<file path="src/cst_prim.sv">
`timescale 1ns/1ps

package cst_pkg;

  // ==========================================================================
  // Register map (byte addresses, one aligned word each)
  localparam int unsigned ADDR_W      = 6;
  localparam logic [5:0]  OFS_CTRL    = 6'h00;
  localparam logic [5:0]  OFS_PERIOD  = 6'h04;
  localparam logic [5:0]  OFS_COUNT   = 6'h08;
  localparam logic [5:0]  OFS_STATUS  = 6'h0C;
  localparam logic [5:0]  OFS_MASK    = 6'h10;

  // ==========================================================================
  // Control field positions
  localparam int unsigned CTRL_W        = 5;
  localparam int unsigned CTRL_CASCADE  = 0;
  localparam int unsigned CTRL_LOW_CS   = 1;
  localparam int unsigned CTRL_HIGH_CS  = 2;
  localparam int unsigned CTRL_LOW_EN   = 3;
  localparam int unsigned CTRL_HIGH_EN  = 4;

  // Status and mask field positions
  localparam int unsigned STAT_W    = 2;
  localparam int unsigned STAT_LOW  = 0;
  localparam int unsigned STAT_HIGH = 1;

  // Byte layout of period and count words
  localparam int unsigned BYTE_W = 8;
  localparam int unsigned LO_LSB = 0;
  localparam int unsigned HI_LSB = 8;

  // ==========================================================================
  // Reset values
  localparam logic [4:0]  CTRL_RST   = 5'h00;
  localparam logic [7:0]  PRD_RST    = 8'hFF;
  localparam logic [7:0]  CNT_RST    = 8'h00;
  localparam logic [1:0]  STAT_RST   = 2'h0;
  localparam logic [1:0]  MASK_RST   = 2'h0;

  // ==========================================================================
  // Timing: one instruction cycle is four clocks, two pin samples per cycle
  localparam int unsigned INSTR_DIV = 4;
  localparam int unsigned DIV_W     = $clog2(INSTR_DIV);
  localparam logic [1:0]  DIV_LAST  = 2'(INSTR_DIV - 1);
  localparam logic [1:0]  DIV_STEP  = 2'h1;
  localparam int unsigned PHASE_BIT = 0;

  // AXI responses
  localparam logic [1:0] RESP_OKAY   = 2'h0;
  localparam logic [1:0] RESP_SLVERR = 2'h2;

  // ==========================================================================
  // Bus state machines (W_ADDR and W_DATA each one bit from W_IDLE and from W_RESP)
  typedef enum logic [1:0] {
    W_IDLE = 2'h0,
    W_ADDR = 2'h1,
    W_RESP = 2'h3,
    W_DATA = 2'h2
  } cst_wr_e;

  typedef enum logic {
    R_IDLE = 1'h0,
    R_DATA = 1'h1
  } cst_rd_e;

endpackage

// ============================================================================
// External timer clock: synchroniser, phase sampling, falling edge pulse
module cst_ext_clk_sync (
  // Clock and reset
  input  wire logic aclk,
  input  wire logic aresetn,
  // Pin and sampling phase
  input  wire logic pin,
  input  wire logic sample_en,
  // Falling edge seen, one cycle
  output logic      fall
);

  typedef struct packed {
    logic s1;
    logic s2;
    logic smp;
    logic fall;
  } cst_sync_s;

  cst_sync_s q;
  cst_sync_s d;

  // Next state: s1 is read only by s2; sampling happens on phase strobes
  always_comb begin
    d      = q;
    d.s1   = pin;
    d.s2   = q.s1;
    d.fall = 1'b0;
    if (sample_en) begin
      d.smp  = q.s2;
      d.fall = q.smp & ~q.s2;
    end
  end

  // Idle level high so a pin held high at reset gives no false edge
  always_ff @(posedge aclk) begin
    if (!aresetn) begin
      q <= '{s1: 1'b1, s2: 1'b1, smp: 1'b1, fall: 1'b0};
    end else begin
      q <= d;
    end
  end

  assign fall = q.fall;
endmodule // cst_ext_clk_sync

</file>
<file path="src/cst_timer.sv">
`timescale 1ns/1ps

module cst_timer (
  // Clock and reset
  input  wire logic        aclk,
  input  wire logic        aresetn,
  // AXI4-Lite write address
  input  wire logic [5:0]  s_axi_awaddr,
  input  wire logic        s_axi_awvalid,
  output logic             s_axi_awready,
  // AXI4-Lite write data
  input  wire logic [31:0] s_axi_wdata,
  input  wire logic [3:0]  s_axi_wstrb,
  input  wire logic        s_axi_wvalid,
  output logic             s_axi_wready,
  // AXI4-Lite write response
  output logic [1:0]       s_axi_bresp,
  output logic             s_axi_bvalid,
  input  wire logic        s_axi_bready,
  // AXI4-Lite read address
  input  wire logic [5:0]  s_axi_araddr,
  input  wire logic        s_axi_arvalid,
  output logic             s_axi_arready,
  // AXI4-Lite read data
  output logic [31:0]      s_axi_rdata,
  output logic [1:0]       s_axi_rresp,
  output logic             s_axi_rvalid,
  input  wire logic        s_axi_rready,
  // Timer pin and interrupt
  input  wire logic        shared_ext_timer_clock,
  output logic             irq
);

  // ==========================================================================
  // State
  typedef struct packed {
    cst_pkg::cst_wr_e wst;
    cst_pkg::cst_rd_e rst;
    logic             awready;
    logic             wready;
    logic             bvalid;
    logic [1:0]       bresp;
    logic             arready;
    logic             rvalid;
    logic [1:0]       rresp;
    logic [31:0]      rdata;
    logic [5:0]       awaddr;
    logic [31:0]      wdata;
    logic [3:0]       wstrb;
    logic [4:0]       ctrl;
    logic [7:0]       low_period_byte;
    logic [7:0]       high_period_byte;
    logic [7:0]       low_count_byte;
    logic [7:0]       high_count_byte;
    logic [1:0]       status;
    logic [1:0]       mask;
    logic [1:0]       div;
    logic             irq;
  } cst_state_s;

  cst_state_s  q;
  cst_state_s  d;

  logic        ext_fall;
  logic        tick_icyc;
  logic        tick_lo;
  logic        tick_hi;
  logic        cascade_mode_select;
  logic        low_clock_source_select;
  logic        high_clock_source_select;
  logic        low_counter_enable;
  logic        high_counter_enable;
  logic        do_wr;
  logic [5:0]  wa;
  logic [31:0] wd;
  logic [3:0]  ws;
  logic [1:0]  set_flag;
  logic [1:0]  clr_flag;
  logic [15:0] count16;
  logic [15:0] period16;

  // ==========================================================================
  // External clock pin, sampled on both phases of each instruction cycle
  cst_ext_clk_sync u_sync (
    .aclk      (aclk),
    .aresetn   (aresetn),
    .pin       (shared_ext_timer_clock),
    .sample_en (q.div[cst_pkg::PHASE_BIT]),
    .fall      (ext_fall)
  );

  // Control decode and timer clock selection
  always_comb begin
    cascade_mode_select      = q.ctrl[cst_pkg::CTRL_CASCADE];
    low_clock_source_select  = q.ctrl[cst_pkg::CTRL_LOW_CS];
    high_clock_source_select = q.ctrl[cst_pkg::CTRL_HIGH_CS];
    low_counter_enable       = q.ctrl[cst_pkg::CTRL_LOW_EN];
    high_counter_enable      = q.ctrl[cst_pkg::CTRL_HIGH_EN];
    tick_icyc = (q.div == cst_pkg::DIV_LAST);
    tick_lo   = low_clock_source_select ? ext_fall : tick_icyc;
    tick_hi   = high_clock_source_select ? ext_fall : tick_icyc;
    count16   = {q.high_count_byte, q.low_count_byte};
    period16  = {q.high_period_byte, q.low_period_byte};
  end

  // ==========================================================================
  // Next state: bus slave, counters, flags
  always_comb begin
    d        = q;
    do_wr    = 1'b0;
    wa       = q.awaddr;
    wd       = q.wdata;
    ws       = q.wstrb;
    set_flag = '0;
    clr_flag = '0;
    d.div    = q.div + cst_pkg::DIV_STEP;

    // Write channel: address and data may arrive in either order
    case (q.wst)
      cst_pkg::W_IDLE: begin
        if (s_axi_awvalid && q.awready && s_axi_wvalid && q.wready) begin
          wa    = s_axi_awaddr;
          wd    = s_axi_wdata;
          ws    = s_axi_wstrb;
          do_wr = 1'b1;
          d.wst = cst_pkg::W_RESP;
        end else if (s_axi_awvalid && q.awready) begin
          d.awaddr = s_axi_awaddr;
          d.wst    = cst_pkg::W_ADDR;
        end else if (s_axi_wvalid && q.wready) begin
          d.wdata = s_axi_wdata;
          d.wstrb = s_axi_wstrb;
          d.wst   = cst_pkg::W_DATA;
        end
      end
      cst_pkg::W_ADDR: begin
        if (s_axi_wvalid && q.wready) begin
          wd    = s_axi_wdata;
          ws    = s_axi_wstrb;
          do_wr = 1'b1;
          d.wst = cst_pkg::W_RESP;
        end
      end
      cst_pkg::W_DATA: begin
        if (s_axi_awvalid && q.awready) begin
          wa    = s_axi_awaddr;
          do_wr = 1'b1;
          d.wst = cst_pkg::W_RESP;
        end
      end
      cst_pkg::W_RESP: begin
        if (s_axi_bready) begin
          d.wst = cst_pkg::W_IDLE;
        end
      end
      default: begin
        d.wst = cst_pkg::W_IDLE;
      end
    endcase

    // Register write; count is read-only so software cannot race the timer
    if (do_wr) begin
      d.bresp = cst_pkg::RESP_OKAY;
      case (wa)
        cst_pkg::OFS_CTRL: begin
          if (ws[0]) begin
            d.ctrl = wd[cst_pkg::CTRL_W-1:0];
          end
        end
        cst_pkg::OFS_PERIOD: begin
          if (ws[0]) begin
            d.low_period_byte = wd[cst_pkg::LO_LSB +: cst_pkg::BYTE_W];
          end
          if (ws[1]) begin
            d.high_period_byte = wd[cst_pkg::HI_LSB +: cst_pkg::BYTE_W];
          end
        end
        cst_pkg::OFS_COUNT: begin
          d.bresp = cst_pkg::RESP_OKAY;
        end
        cst_pkg::OFS_STATUS: begin
          if (ws[0]) begin
            clr_flag = wd[cst_pkg::STAT_W-1:0];
          end
        end
        cst_pkg::OFS_MASK: begin
          if (ws[0]) begin
            d.mask = wd[cst_pkg::STAT_W-1:0];
          end
        end
        default: begin
          d.bresp = cst_pkg::RESP_SLVERR;
        end
      endcase
    end

    // Read channel: one read at a time, data registered
    case (q.rst)
      cst_pkg::R_IDLE: begin
        if (s_axi_arvalid && q.arready) begin
          d.rst   = cst_pkg::R_DATA;
          d.rdata = '0;
          d.rresp = cst_pkg::RESP_OKAY;
          case (s_axi_araddr)
            cst_pkg::OFS_CTRL:   d.rdata[cst_pkg::CTRL_W-1:0] = q.ctrl;
            cst_pkg::OFS_PERIOD: d.rdata[cst_pkg::HI_LSB+cst_pkg::BYTE_W-1:0] = period16;
            cst_pkg::OFS_COUNT:  d.rdata[cst_pkg::HI_LSB+cst_pkg::BYTE_W-1:0] = count16;
            cst_pkg::OFS_STATUS: d.rdata[cst_pkg::STAT_W-1:0] = q.status;
            cst_pkg::OFS_MASK:   d.rdata[cst_pkg::STAT_W-1:0] = q.mask;
            default:             d.rresp = cst_pkg::RESP_SLVERR;
          endcase
        end
      end
      cst_pkg::R_DATA: begin
        if (s_axi_rready) begin
          d.rst = cst_pkg::R_IDLE;
        end
      end
      default: begin
        d.rst = cst_pkg::R_IDLE;
      end
    endcase

    // Counters
    if (cascade_mode_select) begin
      if (low_counter_enable && high_counter_enable) begin
        if (tick_lo) begin
          if (count16 == period16) begin
            d.low_count_byte  = cst_pkg::CNT_RST;
            d.high_count_byte = cst_pkg::CNT_RST;
            set_flag[cst_pkg::STAT_LOW] = 1'b1;
          end else begin
            {d.high_count_byte, d.low_count_byte} = count16 + 16'h0001;
          end
        end
      end else if (low_counter_enable) begin
        // Only the low byte runs, against the low period byte
        if (tick_lo) begin
          if (q.low_count_byte == q.low_period_byte) begin
            d.low_count_byte = cst_pkg::CNT_RST;
            set_flag[cst_pkg::STAT_LOW] = 1'b1;
          end else begin
            d.low_count_byte = q.low_count_byte + 8'h01;
          end
        end
      end
    end else begin
      // Two independent 8-bit timers, each with its own clock and flag
      if (low_counter_enable && tick_lo) begin
        if (q.low_count_byte == q.low_period_byte) begin
          d.low_count_byte = cst_pkg::CNT_RST;
          set_flag[cst_pkg::STAT_LOW] = 1'b1;
        end else begin
          d.low_count_byte = q.low_count_byte + 8'h01;
        end
      end
      if (high_counter_enable && tick_hi) begin
        if (q.high_count_byte == q.high_period_byte) begin
          d.high_count_byte = cst_pkg::CNT_RST;
          set_flag[cst_pkg::STAT_HIGH] = 1'b1;
        end else begin
          d.high_count_byte = q.high_count_byte + 8'h01;
        end
      end
    end

    // Sticky flags: a set in the clearing cycle wins
    d.status = (q.status & ~clr_flag) | set_flag;
    d.irq    = |(d.status & d.mask);

    // Handshake outputs follow the next state so they leave flops
    d.awready = (d.wst == cst_pkg::W_IDLE) || (d.wst == cst_pkg::W_DATA);
    d.wready  = (d.wst == cst_pkg::W_IDLE) || (d.wst == cst_pkg::W_ADDR);
    d.bvalid  = (d.wst == cst_pkg::W_RESP);
    d.arready = (d.rst == cst_pkg::R_IDLE);
    d.rvalid  = (d.rst == cst_pkg::R_DATA);
  end

  // ==========================================================================
  // State register
  always_ff @(posedge aclk) begin
    if (!aresetn) begin
      q                  <= '0;
      q.ctrl             <= cst_pkg::CTRL_RST;
      q.low_period_byte  <= cst_pkg::PRD_RST;
      q.high_period_byte <= cst_pkg::PRD_RST;
      q.low_count_byte   <= cst_pkg::CNT_RST;
      q.high_count_byte  <= cst_pkg::CNT_RST;
      q.status           <= cst_pkg::STAT_RST;
      q.mask             <= cst_pkg::MASK_RST;
    end else begin
      q <= d;
    end
  end

  // Outputs straight from the state register
  assign s_axi_awready = q.awready;
  assign s_axi_wready  = q.wready;
  assign s_axi_bvalid  = q.bvalid;
  assign s_axi_bresp   = q.bresp;
  assign s_axi_arready = q.arready;
  assign s_axi_rvalid  = q.rvalid;
  assign s_axi_rresp   = q.rresp;
  assign s_axi_rdata   = q.rdata;
  assign irq           = q.irq;
endmodule // cst_timer

</file>
<file path="config.mk">
export PLATFORM = sky130hd
export DESIGN_NAME = cst_timer
export DESIGN_NICKNAME = d
export VERILOG_FILES = /design/src/cst_prim.sv /design/src/cst_timer.sv
export SDC_FILE = /design/constraint.sdc
export NUM_CORES = 1
export LEC_CHECK = 0
export BUFFER_PORTS_ARGS = -buffer_cell sky130_fd_sc_hd__buf_4
export CAP_MARGIN = 10
export CORE_ASPECT_RATIO = 1.5
export CORE_UTILIZATION = 50
export DETAILED_ROUTE_END_ITERATION = 12
export PLACE_DENSITY = 0.84
export SLEW_MARGIN = 20
export SYNTH_ARGS = -nofsm -noshare
export SYNTH_HDL_FRONTEND = slang
export SYNTH_SLANG_ARGS = --single-unit
</file>
<file path="constraint.sdc">
create_clock -name aclk -period 2.7 [get_ports aclk]
set_input_delay 0.54 -clock aclk [delete_from_list [all_inputs] [get_ports aclk]]
set_output_delay 0.54 -clock aclk [all_outputs]
set_load 0.005 [all_outputs]
</file>
==> impl_metrics.ini <==
[power]
switching_share_pct = 23.36
powerDensity_nw_per_um2 = 584.8
seqPwrFrac_pct = 46.8
p_comb_share_pct = 10.2
p_leak_nw = 2.143
p_int_w = 0.002490
p_sw_w = 0.0007590
max-vdd-ir-drop_uv = 390.8
p_clk_share_pct = 43.1

[timing]
timing_hold_violations_final = 0
fmax_ghz = 0.4566
min_period_ns = 2.190
drv_slew = 0
worst_pin_slew_ns = 0.8166
final.setup.tns_ns = 0
skew_ns = 0.007210
finalSetupViolCount = 0
fin_crit_sh_pct = 81.12
slew_headroom_pct = 45.36
rsz0062_at_grt = false

[synthesis]
ys.flop_type = dfxtp_1
synth_edf_count = 0
async_flop_share_pct = 0
ys_seq_area_share_pct = 39.89
ys_top_cells_by_area = dfxtp_1, nand2_1, buf_4, a21oi_1, mux2i_1
yosysTopAreaCell = dfxtp_1
ys_types = 68
syn-cell-area_um2 = 4868
syn_avg_cell_area_um2 = 8.632
ys.warnings.count = 0
syn-instance-count = 564
synth_top_area_share_pct = 39.89
ys_ff_latch = 97

[die]
die_h_um = 122.9
initial_core_util_pct = 52.00
rows = 43
dieArea_um2 = 10140
die_w_um = 82.57
coreArea_um2 = 9361
io_pins = 98

[route]
ant_nets = 0
detail_route.vias_per_cell = 5.811
wl_per_cell_um = 15.83
vias = 4155
drc = 0
finalWirelength_um = 11320
drt_iter0_drc = 348
drtPass1Iterations = 6

[critical_path]
path_max_fanout = 10
start_kind = flip-flop
rrSetupSlack_ns = 0.51
path_class = flip-flop to flip-flop
worstPathRequired_ns = 2.93
endpoint_kind = flip-flop
critPathArrivalTime_ns = 2.42

[placement]
gp_congestion = 0.8831
dp_hpwl_um = 8373
port_buffers = 61
postPlaceCellArea_um2 = 5226

[cells_and_area]
drive_above_1_share_pct = 22.06
layout_common_cells = dfxtp_1, nand2_1, buf_4
antenna_cells = 0
fin_area_um2 = 5557
fin_nets = 657
fin_util_pct = 59.36
layout_commonest_cell = dfxtp_1
n_fill_cell = 811
area_growth_pct = 14.14

[hold_path]
hold_path.class = input pin to flip-flop

[clock_network]
cts.sinks = 97
cts-resized-gates = 0
root_buffer = clkbuf_16
cts_buffer_depth = 2
worstSkewPairLatency_ns = 0.35
cts-buffers-inserted = 9
cts_htree_levels = 3
cts_tree = done
holdBufCountCts = 0
post-cts-setup-buffers = 0
clk_pin_slew_ns = 0.06

[grt]
gr-total-overflow = 0
grt_use_total_pct = 24.54
grt_pass1_wl_um = 18840
antenna_found_initial = 0
grt_max_degree = 38
grt_pass1_vias = 3973

[outcome]
status = finished clean

[job]
drv_cap = 0
[cells by family after synthesis]
group	share of synthesized area, %
other	0.07703
AND/OR/NAND/NOR	22.72
XOR/XNOR	4.138
adder cells (fa/ha/maj)	0.7711
flip-flops	39.89
AO/OA/AOI/OAI	15.03
multiplexers	8.661
buffers and inverters	8.712
[stage by stage]
| stage | std cells | total power, W | worst slack, ns | hold WS [ns] |
|---|---|---|---|---|
| 2_1_floorplan | 581 | 0.001781 | 0.5913 | 0.3863 |
| 4_1_cts | 715 | 0.003271 | 0.5253 | 0.3641 |
| 6_report | 715 | 0.003249 | 0.5098 | 0.3742 |
| 3_5_place_dp | 699 | 0.001879 | 0.2885 | 0.4035 |
| 5_1_grt | 715 | 0.003367 | 0.3444 | 0.3757 |
| 3_3_place_gp | 699 | 0.001867 | 0.3632 | 0.3923 |
[routing by layer]
metal	routed length (µm)	vias up	global-route usage, %	share of wire, %
li1	-	2013	-	-
met2	6062	164	42.61	54
met1	4359	1947	28.71	39
met3	584	31	5.279	5.2
met4	316	0	9.914	2.8
met5	0	-	0	0
[state kept, by name, summed over array words and instances (netlist names), 2 cells and up]
register     count
count16         16
period16        16
q               32
s_axi_rdata     16
u_sync.q         2
[worst paths after layout]
kind,from,end,cells past startpoint
max,q[129],period16[12],7
min,shared_ext_timer_clock,u_sync.d[2],2
max reg2reg,q[129],period16[12],7
min reg2reg,u_sync.d[2],u_sync.q[2],1
[power by group through the flow]
stage	registers [W]	clock network (W)	logic, W
floorplan	0.00154	0	0.000245
global placement	0.00155	0	0.000319
detailed placement	0.00155	0	0.000327
CTS	0.00152	0.00142	0.000330
global route	0.00153	0.00147	0.000369
finish	0.00152	0.00140	0.000331
[critical path: stages, from the launching register on]
cell and delay [ns]:
dfxtp_1 0.55, a21oi_2 0.13, nor2_2 0.30, mux2_4 0.37, a211oi_4 0.21, buf_4 0.23
mux2i_1 0.21, nand2_1 0.07
[area by class of cell]
type / instances / area, µm² / share of cell area [%]
multi-input combinational: 411 / 2566 / 46.18
sequential: 97 / 1942 / 34.95
clock inverter: 5 / 77.57 / 1.396
tap: 112 / 140.1 / 2.522
clock buffer: 11 / 252.7 / 4.549
inverter: 4 / 15.01 / 0.2702
timing repair buffer: 75 / 563.0 / 10.13
[cell usage after synthesis, drive strengths merged, types with 3 or more instances]
cell type / n
a221oi: 13
nand2b: 5
dfxtp: 97
and2: 3
xor2: 4
o21ai: 8
or3: 5
nand4: 13
nor3: 25
and3: 5
nor3b: 3
inv: 4
a21o: 4
or2: 3
a311oi: 3
o211ai: 5
xnor2: 19
nor4: 3
nand2: 83
mux2: 15
a22oi: 6
nor2: 45
a21oi: 46
nand3: 23
mux2i: 20
nor2b: 3
clkbuf: 22
ha: 3
a31oi: 5
buf: 47
Power figures use the tool's default switching activity.
